## src/design/hsi_pkg.sv

```systemverilog
package hsi_pkg;
    localparam int ADDR_W = 8;
    localparam int DATA_W = 8;
    localparam logic [7:0] ADDR_EVENT_STATUS = 8'h01;
    localparam logic [7:0] ADDR_EVENT_MASK = 8'h02;
    localparam logic [7:0] ADDR_RX_PACKET_INFO = 8'h03;
    localparam logic [7:0] MASK_RESET = 8'h00;
    // Event status bit positions
    localparam int EV_CODE_CHANGE = 7;
    localparam int EV_FRAME_END = 6;
    localparam int EV_FRAME_START = 5;
    localparam int EV_RX_HALF_FULL = 4;
    localparam int EV_RX_HAS_DATA = 3;
    localparam int EV_TX_HALF_EMPTY = 2;
    localparam int EV_TX_HAS_ROOM = 1;
    localparam int EV_TX_DONE = 0;
    // Receive info bit positions
    localparam int RI_ABORT = 7;
    localparam int RI_CHECK_ERR = 6;
    localparam int RI_OVERFLOW = 5;
    localparam int RI_VALID = 4;
    localparam int RI_DRAINED = 3;
    localparam int RI_GOOD_LAST = 2;
    localparam int RI_CLOSING = 1;
    localparam int RI_OPENING = 0;
    localparam int FIFO_DEPTH = 64;
    localparam int FIFO_CNT_W = 7;
    localparam int ABORT_ONES = 7;
endpackage : hsi_pkg

```

## src/design/hsi_flag_if.sv

```systemverilog
`timescale 1ns/1ps
`default_nettype none
interface hsi_flag_if #(parameter int N = 4);
    logic [N-1:0] set;
    logic clear;
    logic [N-1:0] flags;
    modport owner (input set, input clear, output flags);
    modport user (output set, output clear, input flags);
endinterface : hsi_flag_if
`default_nettype wire

```

## src/design/hsi_status_top.sv

```systemverilog
`timescale 1ns/1ps
`default_nettype none
module hsi_status_top
    import hsi_pkg::*;
(
    input wire logic clk_i,                     // 40 MHz clock
    input wire logic reset_i,                   // Sync reset, active high
    input wire logic [ADDR_W-1:0] addr_i,       // Register address
    input wire logic [DATA_W-1:0] wdata_i,      // Write data
    input wire logic wr_i,                      // Write strobe
    input wire logic rd_i,                      // Read strobe
    output logic [DATA_W-1:0] rdata_o,          // Read data, cycle after rd_i
    output logic irq_n_o,                       // Interrupt, active low
    input wire logic code_detected_i,           // Code detector sees valid code
    input wire logic rx_frame_start_i,          // Pulse: opening byte seen
    input wire logic rx_frame_ok_i,             // Pulse: frame done, check passed
    input wire logic rx_check_error_i,          // Pulse: checksum failed
    input wire logic rx_rx_bit_valid_i,         // Receive bit strobe
    input wire logic rx_bit_i,                  // Receive bit value
    input wire logic rx_fifo_write_i,           // Pulse: receiver writes a byte
    input wire logic [FIFO_CNT_W-1:0] rx_fifo_level_i, // Receive FIFO fill
    input wire logic rx_head_first_i,           // Head byte is first of frame
    input wire logic rx_head_last_i,            // Head byte is last of frame
    input wire logic rx_head_good_i,            // Head byte closes a good frame
    input wire logic [FIFO_CNT_W-1:0] tx_fifo_level_i, // Transmit FIFO fill
    input wire logic tx_frame_done_i            // Pulse: message sent
);
    logic [7:0] hdlc_event_mask;
    logic code_prev;
    logic [3:0] ones_run;
    logic rx_fifo_drained;
    logic rx_fifo_half_full;
    logic rx_fifo_has_data;
    logic tx_fifo_half_empty;
    logic tx_fifo_has_room;
    logic abort_pulse;
    logic overflow_pulse;
    logic rd_status;
    logic rd_info;
    logic [7:0] hdlc_event_status;
    logic [7:0] rx_packet_info;
    logic [7:0] next_rdata;
    logic next_irq_n;

    hsi_flag_if #(.N(4)) ev_if ();
    hsi_flag_if #(.N(4)) ri_if ();

    assign rd_status = rd_i && addr_i == ADDR_EVENT_STATUS;
    assign rd_info = rd_i && addr_i == ADDR_RX_PACKET_INFO;

    // Live FIFO level flags
    assign rx_fifo_drained = rx_fifo_level_i == '0;
    assign rx_fifo_has_data = !rx_fifo_drained;
    assign rx_fifo_half_full = rx_fifo_level_i > FIFO_CNT_W'(FIFO_DEPTH / 2);
    assign tx_fifo_half_empty = tx_fifo_level_i < FIFO_CNT_W'(FIFO_DEPTH / 2);
    assign tx_fifo_has_room = tx_fifo_level_i < FIFO_CNT_W'(FIFO_DEPTH);
    assign overflow_pulse = rx_fifo_write_i && rx_fifo_level_i == FIFO_CNT_W'(FIFO_DEPTH);

    always_ff @(posedge clk_i)
    begin
        if (reset_i)
            code_prev <= 1'b0;
        else
            code_prev <= code_detected_i;
    end

    // Count consecutive ones; saturates so long idle runs do not wrap
    always_ff @(posedge clk_i)
    begin
        if (reset_i)
            ones_run <= '0;
        else if (rx_rx_bit_valid_i)
            ones_run <= rx_bit_i ? (ones_run == 4'hf ? ones_run : ones_run + 4'h1) : 4'h0;
    end
    assign abort_pulse = rx_rx_bit_valid_i && rx_bit_i
        && ones_run == 4'(ABORT_ONES - 1);

    // Latched event bits: 3=code change, 2=frame end, 1=frame start, 0=tx done
    assign ev_if.set[3] = code_prev != code_detected_i;
    assign ev_if.set[2] = rx_frame_ok_i || rx_check_error_i
        || overflow_pulse || abort_pulse;
    assign ev_if.set[1] = rx_frame_start_i;
    assign ev_if.set[0] = tx_frame_done_i;
    assign ev_if.clear = rd_status;

    assign ri_if.set[3] = abort_pulse;
    assign ri_if.set[2] = rx_check_error_i;
    assign ri_if.set[1] = overflow_pulse;
    assign ri_if.set[0] = rx_frame_ok_i;
    assign ri_if.clear = rd_info;

    hsi_sticky #(.N(4)) u_ev (
        .clk_i(clk_i),
        .reset_i(reset_i),
        .fl(ev_if.owner)
    );

    hsi_sticky #(.N(4)) u_ri (
        .clk_i(clk_i),
        .reset_i(reset_i),
        .fl(ri_if.owner)
    );

    assign hdlc_event_status = {ev_if.flags[3:1], rx_fifo_half_full, rx_fifo_has_data,
        tx_fifo_half_empty, tx_fifo_has_room, ev_if.flags[0]};
    assign rx_packet_info = {ri_if.flags, rx_fifo_drained,
        rx_head_good_i && rx_head_last_i && !rx_fifo_drained,
        rx_head_last_i && !rx_fifo_drained,
        rx_head_first_i && !rx_fifo_drained};

    always_ff @(posedge clk_i)
    begin
        if (reset_i)
            hdlc_event_mask <= MASK_RESET;
        else if (wr_i && addr_i == ADDR_EVENT_MASK)
            hdlc_event_mask <= wdata_i;
    end

    always_comb
    begin
        next_rdata = '0;
        if (rd_i)
        begin
            unique case (addr_i)
                ADDR_EVENT_STATUS: next_rdata = hdlc_event_status;
                ADDR_EVENT_MASK: next_rdata = hdlc_event_mask;
                ADDR_RX_PACKET_INFO: next_rdata = rx_packet_info;
                default: next_rdata = '0;
            endcase
        end
    end

    always_ff @(posedge clk_i)
    begin
        if (reset_i)
            rdata_o <= '0;
        else
            rdata_o <= next_rdata;
    end

    // Latched bits drop on the read that clears them, so the pin follows
    assign next_irq_n = !(|(hdlc_event_status & hdlc_event_mask));

    always_ff @(posedge clk_i)
    begin
        if (reset_i)
            irq_n_o <= 1'b1;
        else
            irq_n_o <= next_irq_n;
    end

    // The first edge after reset compares against the reset value of code_prev
    AST_CODE_CHANGE: assert property (
        @(posedge clk_i) disable iff (reset_i)
        $changed(code_detected_i) && !$past(reset_i) |=> hdlc_event_status[EV_CODE_CHANGE])
        else $error("code change not flagged");

    AST_FRAME_END: assert property (
        @(posedge clk_i) disable iff (reset_i)
        rx_check_error_i |=> hdlc_event_status[EV_FRAME_END] && rx_packet_info[RI_CHECK_ERR])
        else $error("frame end not flagged");

    AST_END_OK: assert property (
        @(posedge clk_i) disable iff (reset_i)
        rx_frame_ok_i |=> hdlc_event_status[EV_FRAME_END])
        else $error("good frame end not flagged");

    AST_END_OVERFLOW: assert property (
        @(posedge clk_i) disable iff (reset_i)
        overflow_pulse |=> hdlc_event_status[EV_FRAME_END])
        else $error("overflow frame end not flagged");

    AST_END_ABORT: assert property (
        @(posedge clk_i) disable iff (reset_i)
        abort_pulse |=> hdlc_event_status[EV_FRAME_END])
        else $error("abort frame end not flagged");

    AST_FRAME_START: assert property (
        @(posedge clk_i) disable iff (reset_i)
        rx_frame_start_i |=> hdlc_event_status[EV_FRAME_START])
        else $error("frame start not flagged");

    AST_HALF_FULL: assert property (
        @(posedge clk_i) disable iff (reset_i)
        rd_status |=> rdata_o[EV_RX_HALF_FULL] == $past(rx_fifo_half_full))
        else $error("half full bit wrong");

    AST_HALF_POINT: assert property (
        @(posedge clk_i) disable iff (reset_i)
        rx_fifo_level_i == 7'h20 |-> !rx_fifo_half_full)
        else $error("half full set at half point");

    AST_HAS_DATA: assert property (
        @(posedge clk_i) disable iff (reset_i)
        rd_status |=> rdata_o[EV_RX_HAS_DATA] == $past(rx_fifo_has_data))
        else $error("has data bit wrong");

    AST_ONE_BYTE: assert property (
        @(posedge clk_i) disable iff (reset_i)
        rx_fifo_level_i == 7'h01 |-> rx_fifo_has_data)
        else $error("single byte not reported");

    AST_HALF_EMPTY: assert property (
        @(posedge clk_i) disable iff (reset_i)
        rd_status |=> rdata_o[EV_TX_HALF_EMPTY] == $past(tx_fifo_half_empty))
        else $error("half empty bit wrong");

    AST_TX_HALF_POINT: assert property (
        @(posedge clk_i) disable iff (reset_i)
        tx_fifo_level_i == 7'h20 |-> !tx_fifo_half_empty)
        else $error("half empty set at half point");

    AST_HAS_ROOM: assert property (
        @(posedge clk_i) disable iff (reset_i)
        rd_status |=> rdata_o[EV_TX_HAS_ROOM] == $past(tx_fifo_has_room))
        else $error("has room bit wrong");

    AST_TX_FULL: assert property (
        @(posedge clk_i) disable iff (reset_i)
        tx_fifo_level_i == 7'h40 |-> !tx_fifo_has_room)
        else $error("room reported while full");

    AST_TX_DONE: assert property (
        @(posedge clk_i) disable iff (reset_i)
        tx_frame_done_i |=> hdlc_event_status[EV_TX_DONE])
        else $error("tx done not flagged");

    AST_READ_CLEARS: assert property (
        @(posedge clk_i) disable iff (reset_i)
        rd_status && !rx_frame_start_i |=> !hdlc_event_status[EV_FRAME_START])
        else $error("status read did not clear");

    AST_CODE_CLEARS: assert property (
        @(posedge clk_i) disable iff (reset_i)
        rd_status && !ev_if.set[3] |=> !hdlc_event_status[EV_CODE_CHANGE])
        else $error("code change not cleared");

    AST_DONE_CLEARS: assert property (
        @(posedge clk_i) disable iff (reset_i)
        rd_status && !tx_frame_done_i |=> !hdlc_event_status[EV_TX_DONE])
        else $error("tx done not cleared");

    AST_LATCH_HOLD: assert property (
        @(posedge clk_i) disable iff (reset_i)
        !rd_status && hdlc_event_status[EV_FRAME_END] |=> hdlc_event_status[EV_FRAME_END])
        else $error("latched bit dropped without read");

    AST_MASKED: assert property (
        @(posedge clk_i) disable iff (reset_i)
        hdlc_event_mask == 8'h00 |=> irq_n_o)
        else $error("masked event raised interrupt");

    AST_MASK_WRITE: assert property (
        @(posedge clk_i) disable iff (reset_i)
        wr_i && addr_i == ADDR_EVENT_MASK |=> hdlc_event_mask == $past(wdata_i))
        else $error("mask write lost");

    AST_READ_DATA: assert property (
        @(posedge clk_i) disable iff (reset_i)
        rd_i && addr_i == ADDR_EVENT_MASK |=> rdata_o == $past(hdlc_event_mask))
        else $error("mask readback wrong");

    AST_RDATA_IDLE: assert property (
        @(posedge clk_i) disable iff (reset_i)
        !rd_i |=> rdata_o == 8'h00)
        else $error("read data not idle");

    AST_ABORT: assert property (
        @(posedge clk_i) disable iff (reset_i)
        abort_pulse |=> rx_packet_info[RI_ABORT])
        else $error("abort not flagged");

    AST_RUN_RESET: assert property (
        @(posedge clk_i) disable iff (reset_i)
        rx_rx_bit_valid_i && !rx_bit_i |=> ones_run == 4'h0)
        else $error("ones run not restarted");

    AST_CHECK_ERR: assert property (
        @(posedge clk_i) disable iff (reset_i)
        rx_check_error_i |=> rx_packet_info[RI_CHECK_ERR])
        else $error("check error not flagged");

    AST_OVERFLOW: assert property (
        @(posedge clk_i) disable iff (reset_i)
        overflow_pulse |=> rx_packet_info[RI_OVERFLOW])
        else $error("overflow not flagged");

    AST_VALID: assert property (
        @(posedge clk_i) disable iff (reset_i)
        rx_frame_ok_i |=> rx_packet_info[RI_VALID])
        else $error("valid frame not flagged");

    AST_DRAINED: assert property (
        @(posedge clk_i) disable iff (reset_i)
        rd_info |=> rdata_o[RI_DRAINED] == $past(rx_fifo_drained))
        else $error("empty bit wrong");

    AST_GOOD_LAST: assert property (
        @(posedge clk_i) disable iff (reset_i)
        rx_packet_info[RI_GOOD_LAST] |-> rx_head_last_i && rx_head_good_i)
        else $error("good last tag without closing byte");

    AST_CLOSING: assert property (
        @(posedge clk_i) disable iff (reset_i)
        rx_packet_info[RI_CLOSING] |-> rx_head_last_i && !rx_fifo_drained)
        else $error("closing tag wrong");

    AST_OPENING: assert property (
        @(posedge clk_i) disable iff (reset_i)
        rx_packet_info[RI_OPENING] |-> rx_head_first_i && !rx_fifo_drained)
        else $error("opening tag wrong");

    AST_INFO_CLEAR: assert property (
        @(posedge clk_i) disable iff (reset_i)
        rd_info && !rx_frame_ok_i |=> !rx_packet_info[RI_VALID])
        else $error("info read did not clear");

    AST_ABORT_CLEARS: assert property (
        @(posedge clk_i) disable iff (reset_i)
        rd_info && !abort_pulse |=> !rx_packet_info[RI_ABORT])
        else $error("abort not cleared");

    AST_IRQ: assert property (
        @(posedge clk_i) disable iff (reset_i)
        (hdlc_event_mask[EV_RX_HAS_DATA] && rx_fifo_has_data) |=> !irq_n_o)
        else $error("interrupt not asserted");

    // Pin is registered, so the release shows two edges after the read
    AST_IRQ_RELEASE: assert property (
        @(posedge clk_i) disable iff (reset_i)
        rd_status && hdlc_event_mask == 8'h20 && !rx_frame_start_i
        ##1 hdlc_event_mask == 8'h20 |=> irq_n_o)
        else $error("interrupt not released");

    AST_KEEP: assert property (
        @(posedge clk_i) disable iff (reset_i)
        rd_status && rx_frame_start_i |=> hdlc_event_status[EV_FRAME_START])
        else $error("event lost during read");

    AST_KEEP_INFO: assert property (
        @(posedge clk_i) disable iff (reset_i)
        rd_info && rx_frame_ok_i |=> rx_packet_info[RI_VALID])
        else $error("info event lost during read");
endmodule : hsi_status_top
`default_nettype wire

```

## src/design/hsi_sticky.sv

```systemverilog
`timescale 1ns/1ps
`default_nettype none
module hsi_sticky #(
    parameter int N = 4
) (
    input wire logic clk_i,     // Clock
    input wire logic reset_i,   // Sync reset
    hsi_flag_if.owner fl        // Set, clear-on-read and flags
);
    // Set wins over the clear so an event during the read is kept
    always_ff @(posedge clk_i)
    begin
        if (reset_i)
            fl.flags <= '0;
        else if (fl.clear)
            fl.flags <= fl.set;
        else
            fl.flags <= fl.flags | fl.set;
    end

    AST_SET_WINS: assert property (@(posedge clk_i) disable iff (reset_i)
        fl.set[0] |=> fl.flags[0]) else $error("set event lost");
    AST_CLEAR: assert property (@(posedge clk_i) disable iff (reset_i)
        fl.clear && !fl.set[0] |=> !fl.flags[0]) else $error("flag not cleared");
endmodule : hsi_sticky
`default_nettype wire

```

## config.mk

```make
export PLATFORM = sky130hd
export DESIGN_NAME = hsi_status_top
export DESIGN_NICKNAME = d
export VERILOG_FILES = /design/src/design/hsi_pkg.sv /design/src/design/hsi_flag_if.sv /design/src/design/hsi_status_top.sv /design/src/design/hsi_sticky.sv
export SDC_FILE = /design/constraint.sdc
export NUM_CORES = 1
export LEC_CHECK = 0
export BUFFER_PORTS_ARGS = -buffer_cell sky130_fd_sc_hd__buf_4
export CAP_MARGIN = 20
export CORE_AREA = 2 2 46 69
export DETAILED_ROUTE_END_ITERATION = 10
export DIE_AREA = 0 0 48 71
export GPL_TIMING_DRIVEN = 1
export PLACE_DENSITY = 0.84
export SLEW_MARGIN = 20
export SYNTH_ARGS = -nofsm -noshare
export SYNTH_HDL_FRONTEND = slang
export SYNTH_SLANG_ARGS = --single-unit
```

## constraint.sdc

```tcl
create_clock -name clk_i -period 2.94 [get_ports clk_i]
set_input_delay 0 -clock clk_i [delete_from_list [all_inputs] [get_ports clk_i]]
set_output_delay 0 -clock clk_i [all_outputs]
set_load 0.02 [all_outputs]
```

==> results of run 1 <==
[critical path, cell delays in order, from the launching register on]
cell                      delay [ns]
sky130_fd_sc_hd__dfxtp_1        0.34
sky130_fd_sc_hd__ha_1           0.25
sky130_fd_sc_hd__nand2_1        0.09
sky130_fd_sc_hd__o21ai_1        0.11
sky130_fd_sc_hd__or3b_2         0.46
sky130_fd_sc_hd__a21oi_1        0.15
[cell families after synthesis]
logic type	Yosys count	synth area share
simple gates	68	0.273
flops	30	0.441
fa+ha+maj	2	0.0184
buf+inv	6	0.0230
xor+xnor	1	0.00643
compound gates	31	0.147
mux	12	0.0910
[metrics by stage]
step	hold slack, ns	setup slack (ns)	util	std cells
final	-0.00170	1.48	0.699	256
after floorplan	0.0716	1.62	-	150
after global placement	0.217	1.51	0.611	232
after detailed placement	0.228	1.46	0.611	232
after CTS	0.00285	1.50	0.699	256
after global routing	0.0159	1.41	0.699	256
[power groups by stage]
stage | combinational, mW | sequential (mW) | clock, mW
finish | 0.110 | 0.421 | 0.335
global route | 0.121 | 0.421 | 0.351
CTS | 0.109 | 0.421 | 0.341
detailed placement | 0.0917 | 0.430 | 0
global placement | 0.0876 | 0.429 | 0
floorplan | 0.0385 | 0.428 | 0
[worst max path at each step]
stage	endpoint	slack [ns]	cells past startpoint
floorplan	ones_run[1]	1.62	5
global placement	hdlc_event_mask[6]	1.51	5
detailed placement	hdlc_event_mask[1]	1.46	5
CTS	ones_run[1]	1.50	5
global route	ones_run[1]	1.41	5
finish	ones_run[1]	1.48	5
[per-layer routing]
| metal | GRT usage | up-vias | part of all wire | routed length [um] |
|---|---|---|---|---|
| met3 | 0.0689 | 16 | 0.059 | 218 |
| li1 | - | 664 | - | - |
| met4 | 0.174 | 0 | 0.037 | 136 |
| met5 | 0 | - | 0 | 0 |
| met1 | 0.219 | 633 | 0.35 | 1270 |
| met2 | 0.407 | 56 | 0.56 | 2060 |
[state kept, by name, indices dropped and copies added (netlist names)]
signal,count
code_prev,1
hdlc_event_mask,8
irq_n_o,1
ones_run,4
rdata_o,8
u_ev.fl.flags,4
u_ri.fl.flags,4
[layout make-up]
cell class              instances  area, um2  share of cell area
flip-flops and latches         30        601               0.301
inverters                       1       3.75             0.00188
repair buffers                 64        520               0.261
multi-input cells             114        729               0.366
clock buffers                   7       86.3              0.0433
well taps                      39       48.8              0.0245
clock inverters                 1       5.00             0.00251
[layout by cell type (no fill, tap or decap), types with 2 or more instances in the layout]
| cell | synthesis | layout |
|---|---|---|
| sky130_fd_sc_hd__a21oi_1 | 16 | 16 |
| sky130_fd_sc_hd__a22oi_1 | 4 | 4 |
| sky130_fd_sc_hd__buf_4 | 2 | 48 |
| sky130_fd_sc_hd__clkbuf_8 | 0 | 6 |
| sky130_fd_sc_hd__dfxtp_1 | 30 | 30 |
| sky130_fd_sc_hd__dlygate4sd3_1 | 0 | 16 |
| sky130_fd_sc_hd__ha_1 | 2 | 2 |
| sky130_fd_sc_hd__mux2_2 | 3 | 3 |
| sky130_fd_sc_hd__mux2i_1 | 9 | 9 |
| sky130_fd_sc_hd__nand2_1 | 17 | 17 |
| sky130_fd_sc_hd__nand3_1 | 6 | 6 |
| sky130_fd_sc_hd__nand4_1 | 2 | 2 |
| sky130_fd_sc_hd__nor2_1 | 21 | 21 |
| sky130_fd_sc_hd__nor2b_1 | 6 | 6 |
| sky130_fd_sc_hd__nor3_1 | 4 | 4 |
[timing repair]
action | 4_1_cts | 5_1_grt
hold buffers | 16 | 0
setup buffers | 0 | 0
hold endpoints to repair | 17 | 0
==> impl_metrics.yaml, run 1 <==
power_and_ir_drop:
  clockPowerShare: 0.387
  powerDensity_nw_per_um2: 434
  comb_power_share: 0.127
  total_leakage_power_nw: 0.863
  ir_worst_vdd_mv: 0.363
  pwr-share-seq: 0.486
  power.total_mw: 0.866
  power.switching_fraction: 0.230
  internal_power_mw: 0.668
  net_sw_power_mw: 0.199
cells_and_area:
  areaGrowthSynthToFinish_pct: 46.5
  drive_above_1_share: 0.295
  antenna_cells_inserted: 0
  finalNetCount: 263
  stdcell_area_um2: 1990
  final.fill_count: 216
worst_setup_path:
  r2r.worst_path.cells: 5
  cp.required_ns: 3.16
  r2r_slack_ns: 1.48
  cp-startpoint: "ones_run[0]"
  setup.worst_path.end_class: "register"
  critical_path_arrival_ns: 1.68
  biggest_fanout_along_the_worst_timing_path: 4
  timing.setup.critical_path_class: "register to register"
  crit-reg2reg-capture: "ones_run[1]"
  r2r-start: "ones_run[0]"
  critPathLaunchType: "register"
logic_synthesis:
  ys_dominant_reg_cell: "sky130_fd_sc_hd__dfxtp_1"
  yosysSeqAreaShare: 0.441
  yosys_warnings: 0
  synthesis.area_um2: 1360
  synth_enable_flop_cells: 0
  synthDistinctLibCells: 40
  synth.net_count: 197
  netlist.area_leader.share: 0.441
  synthTopCellsByCount: "sky130_fd_sc_hd__dfxtp_1, sky130_fd_sc_hd__nor2_1, sky130_fd_sc_hd__nand2_1"
  average_footprint_of_a_synthesized_cell_um2: 9.08
  ys_top_cells_by_area: "sky130_fd_sc_hd__dfxtp_1, sky130_fd_sc_hd__mux2i_1, sky130_fd_sc_hd__a21oi_1"
  yosys_register_bits: 30
  yosys.cell_count.top_type: "sky130_fd_sc_hd__dfxtp_1"
  postSynth.asyncResetShare: 0
  cell_count_after_synthesis: 150
  synth_area_leader_cell: "sky130_fd_sc_hd__dfxtp_1"
detailed_routing:
  vias_per_cell: 5.35
  number_of_iterations_in_the_first_detailed_routing_pass: 4
  avgRoutedWirePerCell_um: 14.4
  drt_drc_violations_left: 0
  dr_total_vias: 1369
  drt_first_iter_violations: 50
  drt_wl_total_mm: 3.69
  final_antenna_net_count: 0
clock_network:
  cts_resized: 0
  cts.sink_count: 30
  clock_tree.htree_level_count: 2
  tritoncts_clock_tree: "built"
  clock-root-buffer: "sky130_fd_sc_hd__clkbuf_8"
  clk_path_buf_depth: 2
  insertion_delay_of_the_later_clocked_pin_in_the_worst_skew_pair_ns: 0.28
  clkSlewWorstSetupHoldPaths_ns: 0.06
  num_cts_buffers: 5
timing:
  report.final.hold_viol_count: 1
  finalWorstPathRequiredPeriod_ns: 1.46
  rsz0062_at_grt: "false"
  report.final.setup_viol: 0
  slew-limit-headroom: 0.491
  final.setup_skew_ns: 0.00509
  timing_max_transition_violations_final: 0
  timing.setup.tns_ns: 0
  max_clock_freq_mhz: 684
  fin_worst_hold_slack_ns: -0.00170
  finalCritPeriodShare: 0.497
  max_slew.worst_pin.slew_ns: 0.762
hold_path:
  holdPathEnd: "rdata_o[2]"
  holdCritStartpoint: "rx_head_good_i"
  min-delay-path-class: "input port to register"
  worstHoldPathCells: 3
status:
  result_of_the_run: "finished, violations left"
  violations_in_the_final_reports: "negative hold slack"
grt:
  antenna_found_initial: 0
  globalRouteOverflowTotal: 0
  via_count_of_the_first_global_routing_pass: 1366
  largest_net_degree_at_the_start_of_global_routing: 24
  global_route_wire_length_before_repair_mm: 5.78
  grtUsageTotal: 0.239
place:
  placed_cell_area_um2: 1740
  dp_hpwl_mm: 2.59
  buffer_ports.inserted: 48
  final_estimated_routing_congestion_in_global_placement: 0.871
floorplan:
  floorplan.rows: 24
  pin_count: 54
  die_x_um: 48
  die-area_um2: 3410
  core_area_um2: 2850
  start_util: 0.477
  floorplan.die.height_um: 71
flow_run:
  cap_violations: 0
Note: power is estimated with default switching activity, not from simulation.
==> run 2: changes to the inputs <==
- ABC_AREA: unset -> 1
- CORE_AREA: 2 2 46 69 -> 2 2 51 76
- DIE_AREA: 0 0 48 71 -> 0 0 53 78
- PLACE_DENSITY: 0.84 -> 0.77
- clock period: 2.94 -> 1.3 ns (I/O delays scaled with it)
==> impl_metrics.yaml, run 2 <==
clock_network:
  cts.sink_count: 30
  tritoncts_clock_tree: "built"
  clock-root-buffer: "sky130_fd_sc_hd__clkbuf_8"
  insertion_delay_of_the_later_clocked_pin_in_the_worst_skew_pair_ns: 0.28
  clk_path_buf_depth: 2
  clkSlewWorstSetupHoldPaths_ns: 0.07
  num_cts_buffers: 5
  clock_tree.htree_level_count: 2
floorplan:
  floorplan.rows: 26
  floorplan.die.height_um: 78
  start_util: 0.431
  die_x_um: 53
  pin_count: 54
  die-area_um2: 4130
  core_area_um2: 3420
power_and_ir_drop:
  clockPowerShare: 0.389
  power.switching_fraction: 0.239
  ir_worst_vdd_mv: 1.01
  powerDensity_nw_per_um2: 912
  net_sw_power_mw: 0.477
  internal_power_mw: 1.52
  comb_power_share: 0.130
  pwr-share-seq: 0.481
  total_leakage_power_nw: 1.06
logic_synthesis:
  netlist.area_leader.share: 0.408
  synthTopCellsByCount: "sky130_fd_sc_hd__nor2_1, sky130_fd_sc_hd__nand2_1, sky130_fd_sc_hd__dfxtp_1"
  postSynth.asyncResetShare: 0
  synth_area_leader_cell: "sky130_fd_sc_hd__dfxtp_1"
  yosys.cell_count.top_type: "sky130_fd_sc_hd__nor2_1"
  yosys_warnings: 0
  yosys_register_bits: 30
  ys_dominant_reg_cell: "sky130_fd_sc_hd__dfxtp_1"
  ys_top_cells_by_area: "sky130_fd_sc_hd__dfxtp_1, sky130_fd_sc_hd__nor2_1, sky130_fd_sc_hd__nand2_1"
  average_footprint_of_a_synthesized_cell_um2: 6.60
  synthDistinctLibCells: 22
  yosysSeqAreaShare: 0.408
  synthesis.area_um2: 1470
  synth_enable_flop_cells: 0
  synth.net_count: 270
  cell_count_after_synthesis: 223
worst_setup_path:
  timing.critical_path.slowest_stage_cell: "sky130_fd_sc_hd__dlygate4sd3_1"
  timing.setup.critical_path_class: "input port to register"
  r2r-start: "ones_run[1]"
  crit-reg2reg-capture: "ones_run[0]"
  critical-path-top-cell-by-count: "sky130_fd_sc_hd__dlygate4sd3_1"
  r2r.worst_path.cells: 6
  cpPeakStageDelay_ns: 0.55
  r2r_slack_ns: 0.12
  critical_path_arrival_ns: 1.38
  biggest_fanout_along_the_worst_timing_path: 2
  setup.worst_path.end_class: "register"
  cp.required_ns: 1.47
  cp_cell_sequence: "dlygate4sd3_1 > buf_4 > a21oi_1 > nor2_1 > dlygate4sd3_1"
  critPathLaunchType: "input port"
place:
  dp_cells: 311
  final_estimated_routing_congestion_in_global_placement: 0.793
  dp_hpwl_mm: 2.49
  buffer_ports.inserted: 48
timing:
  max_slew.worst_pin.slew_ns: 0.361
  max_clock_freq_mhz: 827
  rsz0062_at_grt: "false"
  finalWorstPathRequiredPeriod_ns: 1.21
  report.final.hold_viol_count: 0
  report.final.setup_viol: 0
  timing.setup.tns_ns: 0
  finalCritPeriodShare: 0.930
  timing_max_transition_violations_final: 0
  slew-limit-headroom: 0.757
  final.setup_skew_ns: 0.00973
hold_path:
  worstHoldPathCells: 4
  holdPathEnd: "ones_run[2]"
  min-delay-path-class: "input port to register"
  holdCritStartpoint: "rx_rx_bit_valid_i"
cells_and_area:
  areaGrowthSynthToFinish_pct: 48.6
  most_common_cell_after_layout_fill_and_taps_aside: "sky130_fd_sc_hd__nor2_1"
  antenna_cells_inserted: 0
  layout.cells.most_common_list: "sky130_fd_sc_hd__nor2_1, sky130_fd_sc_hd__buf_4, sky130_fd_sc_hd__nand2_1"
  finalNetCount: 344
  top_regs: "hdlc_event_mask x8, rdata_o x8"
  stdcell_count: 340
  drive_above_1_share: 0.248
grt:
  grtUsageTotal: 0.177
  largest_net_degree_at_the_start_of_global_routing: 12
  global_route_wire_length_before_repair_mm: 5.55
  globalRouteOverflowTotal: 0
  antenna_found_initial: 0
  via_count_of_the_first_global_routing_pass: 1415
detailed_routing:
  vias_per_cell: 4.64
  drt_first_iter_violations: 45
  avgRoutedWirePerCell_um: 10.0
  dr_total_vias: 1576
  number_of_iterations_in_the_first_detailed_routing_pass: 4
  drt_wl_total_mm: 3.40
  final_antenna_net_count: 0
  drt_drc_violations_left: 0
status:
  result_of_the_run: "complete, no violations"
flow_run:
  cap_violations: 0
run 2: cell count changes after synthesis, moves of 3 or more:
cell                      before  now
sky130_fd_sc_hd__nand2_1      17   51
sky130_fd_sc_hd__nor2b_1       6    0
sky130_fd_sc_hd__o21ai_0       1   11
sky130_fd_sc_hd__nor2_1       21   55
sky130_fd_sc_hd__mux2i_1       9    0
sky130_fd_sc_hd__nand3_1       6   23
sky130_fd_sc_hd__nor2_4        0    4
sky130_fd_sc_hd__inv_1         1   23
sky130_fd_sc_hd__a21oi_1      16   11
sky130_fd_sc_hd__mux2_2        3    0
sky130_fd_sc_hd__a22oi_1       4    0
sky130_fd_sc_hd__nor3_1        4    1
run 2: cell families after synthesis:
group                    synth area share
XOR/XNOR                          0.00595
AND/OR/NAND/NOR                     0.415
buffers and inverters              0.0748
AO/OA/AOI/OAI                      0.0791
adder cells (fa/ha/maj)            0.0170
flip-flops                          0.408
run 2: what timing repair did:
item | CTS | global route
buffers inserted | 0 | 3
hold endpoints to repair | 18 | 0
resized for setup | 0 | 6
setup endpoints to repair | 0 | 4
hold buffers | 18 | 0
run 2: worst max-delay path by stage:
stage / start / end
floorplan: ones_run[1] / ones_run[0]
global placement: ones_run[0] / ones_run[0]
detailed placement: ones_run[0] / ones_run[0]
CTS: addr_i[5] / u_ri.fl.flags[2]
global route: ones_run[0] / ones_run[2]
finish: rx_frame_ok_i / u_ri.fl.flags[0]
run 2: area by class of cell:
cell class	instances	area [um2]
clock buffer	6	82.6
inverter	24	95.1
multi-input combinational	166	771
sequential	30	603
fill	335	1230
timing repair buffer	70	571
tap	42	52.6
clock inverter	2	12.5
run 2: metrics by stage:
step	util	cell area, um2	setup WS, ns	hold WS [ns]	power, mW
after CTS	0.630	2150	0.0250	0.00981	1.99
after global routing	0.640	2190	0.0146	0.0586	2.07
after floorplan	-	1470	0.211	0.107	1.07
after global placement	0.549	1880	0.131	0.212	1.18
final	0.640	2190	0.0908	0.0272	1.99
after detailed placement	0.549	1880	0.0760	0.219	1.19
run 2: critical path, delay by kind of cell:
| family | cells | cell delay [ns] |
|---|---|---|
| compound gates | 1 | 0.10 |
| buf+inv | 3 | 1.24 |
| simple gates | 1 | 0.04 |
run 2: power groups by stage:
stage	logic [mW]	registers (mW)	clock network [mW]
after floorplan	0.0929	0.973	0
after global placement	0.207	0.978	0
after detailed placement	0.210	0.978	0
after CTS	0.254	0.957	0.784
after global routing	0.289	0.960	0.821
final	0.259	0.959	0.777
run 2: layer usage:
metal  wire length (um)  track usage
met4                 23       0.0538
met5                  0            0
met3                152       0.0519
met2               1870        0.331
met1               1350        0.178
==> run 3: changes to the inputs <==
- CORE_AREA: 2 2 51 76 -> 2 2 52 79
- DIE_AREA: 0 0 53 78 -> 0 0 54 81
- PLACE_DENSITY: 0.77 -> 0.76
- SYNTH_HIERARCHICAL: unset -> 1
==> impl_metrics.yaml, run 3 <==
logic_synthesis:
  yosysSeqAreaShare: 0.384
  yosys_warnings: 6
  synth-simple-area-share: 0.414
  synth_adder_area_share: 0.0160
  synth_enable_flop_cells: 0
  dominant_combinational_cell_family_by_area_after_synthesis: "simple AND/OR/NAND/NOR gates"
  postSynth.asyncResetShare: 0
  synthesis.area_um2: 1560
  ys_dominant_reg_cell: "sky130_fd_sc_hd__dfxtp_1"
  ys_top_cells_by_area: "sky130_fd_sc_hd__dfxtp_1, sky130_fd_sc_hd__nor2_1, sky130_fd_sc_hd__nand2_1"
  synth_area_leader_cell: "sky130_fd_sc_hd__dfxtp_1"
  yosys_register_bits: 30
  synth-compound-area-share: 0.0888
  yosys.cell_count.top_type: "sky130_fd_sc_hd__nor2_1"
  average_footprint_of_a_synthesized_cell_um2: 6.63
  post_synth_mux_area_share: 0
  cell_count_after_synthesis: 236
  synthDistinctLibCells: 26
  synth.net_count: 283
  yosys.area_share.xor_xnor: 0.00560
  synthTopCellsByCount: "sky130_fd_sc_hd__nor2_1, sky130_fd_sc_hd__nand2_1, sky130_fd_sc_hd__dfxtp_1"
  netlist.area_leader.share: 0.384
floorplan:
  core_area_um2: 3780
  floorplan.rows: 28
  die_x_um: 54
  die-area_um2: 4370
  start_util: 0.413
  pin_count: 54
  floorplan.die.height_um: 81
clock_network:
  number_of_setup_buffers_added_after_cts: 0
  num_cts_buffers: 5
  clk_path_buf_depth: 2
  clock-root-buffer: "sky130_fd_sc_hd__clkbuf_8"
  cts.sink_count: 30
  clkSlewWorstSetupHoldPaths_ns: 0.06
  clock_tree.htree_level_count: 2
  insertion_delay_of_the_later_clocked_pin_in_the_worst_skew_pair_ns: 0.28
  tritoncts_clock_tree: "built"
timing:
  max_slew.worst_pin.slew_ns: 0.289
  finalCritPeriodShare: 0.990
  timing.setup.tns_ns: 0
  slew-limit-headroom: 0.807
  report.final.hold_viol_count: 0
  finalWorstPathRequiredPeriod_ns: 1.29
  final.setup_skew_ns: 0.00422
  max_clock_freq_mhz: 777
  timing_max_transition_violations_final: 0
  report.final.setup_viol: 0
  rsz0062_at_grt: "true"
grt:
  largest_net_degree_at_the_start_of_global_routing: 13
  antenna_found_initial: 0
  grtUsageTotal: 0.187
  global_route_wire_length_before_repair_mm: 5.98
  globalRouteOverflowTotal: 0
  via_count_of_the_first_global_routing_pass: 1469
detailed_routing:
  vias_per_cell: 4.66
  final_antenna_net_count: 0
  avgRoutedWirePerCell_um: 10.5
  drt_wl_total_mm: 3.69
  dr_total_vias: 1639
  number_of_iterations_in_the_first_detailed_routing_pass: 4
  drt_drc_violations_left: 0
  drt_first_iter_violations: 38
power_and_ir_drop:
  powerDensity_nw_per_um2: 893
  power.switching_fraction: 0.239
  total_leakage_power_nw: 1.09
  comb_power_share: 0.131
  internal_power_mw: 1.51
  net_sw_power_mw: 0.475
  ir_worst_vdd_mv: 0.804
  clockPowerShare: 0.387
  pwr-share-seq: 0.482
cells_and_area:
  stdcell_area_um2: 2230
  drive_above_1_share: 0.254
  antenna_cells_inserted: 0
  areaGrowthSynthToFinish_pct: 42.3
  finalNetCount: 353
  layout.cells.most_common_list: "sky130_fd_sc_hd__nor2_1, sky130_fd_sc_hd__buf_4, sky130_fd_sc_hd__nand2_1"
  top_regs: "hdlc_event_mask x8, rdata_o x8"
  most_common_cell_after_layout_fill_and_taps_aside: "sky130_fd_sc_hd__nor2_1"
place:
  dp_hpwl_mm: 2.79
  final_estimated_routing_congestion_in_global_placement: 0.835
  buffer_ports.inserted: 48
  placed_cell_area_um2: 1980
worst_setup_path:
  critical_path_arrival_ns: 1.47
  crit-reg2reg-capture: "ones_run[2]"
  cp.required_ns: 1.48
  biggest_fanout_along_the_worst_timing_path: 6
  timing.setup.critical_path_class: "register to register"
  r2r.worst_path.cells: 5
  cpPeakStageDelay_ns: 0.37
  critPathLaunchType: "register"
  timing.critical_path.slowest_stage_cell: "sky130_fd_sc_hd__dfxtp_1"
  r2r-start: "ones_run[1]"
  cp_cell_sequence: "ha_1 > nand4_1 > and2_2 > a21oi_1 > nor2_1"
  setup.worst_path.end_class: "register"
  r2r_slack_ns: 0.01
hold_path:
  holdPathEnd: "ones_run[2]"
  min-delay-path-class: "input port to register"
  holdCritStartpoint: "rx_rx_bit_valid_i"
  worstHoldPathCells: 4
status:
  result_of_the_run: "complete, no violations"
flow_run:
  cap_violations: 0
-- run 3: cell count changes after synthesis, sizes merged, moves of 3 or more --
cell / change
inv: +8
nand3: +3
o21ai: +3
nand2: -8
nor2: +7
-- run 3: logic make-up (layout without fill, tap and decap cells) --
logic type,Yosys count,in the layout
buffers and inverters,34,105
AND/OR/NAND/NOR,143,143
AO/OA/AOI/OAI,26,26
flip-flops,30,30
adder cells (fa/ha/maj),2,2
XOR/XNOR,1,1
-- run 3: power by group through the flow --
stage | sequential (mW) | combinational (mW) | clock, mW
after global routing | 0.961 | 0.289 | 0.819
after global placement | 0.978 | 0.218 | 0
after floorplan | 0.973 | 0.100 | 0
after CTS | 0.958 | 0.259 | 0.780
after detailed placement | 0.978 | 0.223 | 0
final | 0.958 | 0.260 | 0.770
-- run 3: worst max path at each step --
stage	start	end	slack, ns	depth (start not counted)
global placement	ones_run[0]	ones_run[0]	0.04	6
finish	ones_run[1]	ones_run[2]	0.01	5
CTS	ones_run[0]	u_ev/fl.flags[2]	0.004	7
global route	ones_run[1]	ones_run[1]	-0.03	6
detailed placement	ones_run[0]	ones_run[1]	-0.01	6
floorplan	ones_run[0]	ones_run[0]	0.13	6
-- run 3: through the flow --
step	instances	setup slack, ns	utilization	power [mW]	hold WS, ns
2_1_floorplan	236	0.125	-	1.07	0.0691
3_3_place_gp	329	0.0442	0.522	1.20	0.218
3_5_place_dp	329	-0.0114	0.522	1.20	0.230
4_1_cts	352	0.00425	0.586	2.00	0.0144
5_1_grt	352	-0.0290	0.588	2.07	0.0406
6_report	352	0.0125	0.588	1.99	0.0318
-- run 3: repair_timing --
item / 4_1_cts / 5_1_grt
hold buffers: 15 / 0
endpoints found under the hold margin: 17 / 0
endpoints found under the setup margin: 3 / 5
resized for setup: 1 / 3
-- run 3: critical path, delay by kind of cell, from the launching register on --
kind                     cells  cell delay (ns)
AND/OR/NAND/NOR              3             0.44
flip-flops                   1             0.37
adder cells (fa/ha/maj)      1             0.22
AO/OA/AOI/OAI                1             0.14
-- run 3: final cells by class --
class | instances | area (um2)
Clock buffer | 7 | 86.3
Clock inverter | 1 | 5.00
Fill cell | 366 | 1560
Inverter | 31 | 116
Multi-Input combinational cell | 172 | 827
Sequential cell | 30 | 602
Tap cell | 45 | 56.3
Timing Repair Buffer | 66 | 533
-- run 3: layer usage --
layer | vias up | global-route usage | part of all wire
li1 | 877 | - | -
met1 | 717 | 0.190 | 0.39
met2 | 39 | 0.345 | 0.54
met3 | 6 | 0.0460 | 0.051
met4 | 0 | 0.0800 | 0.018
met5 | - | 0 | 0
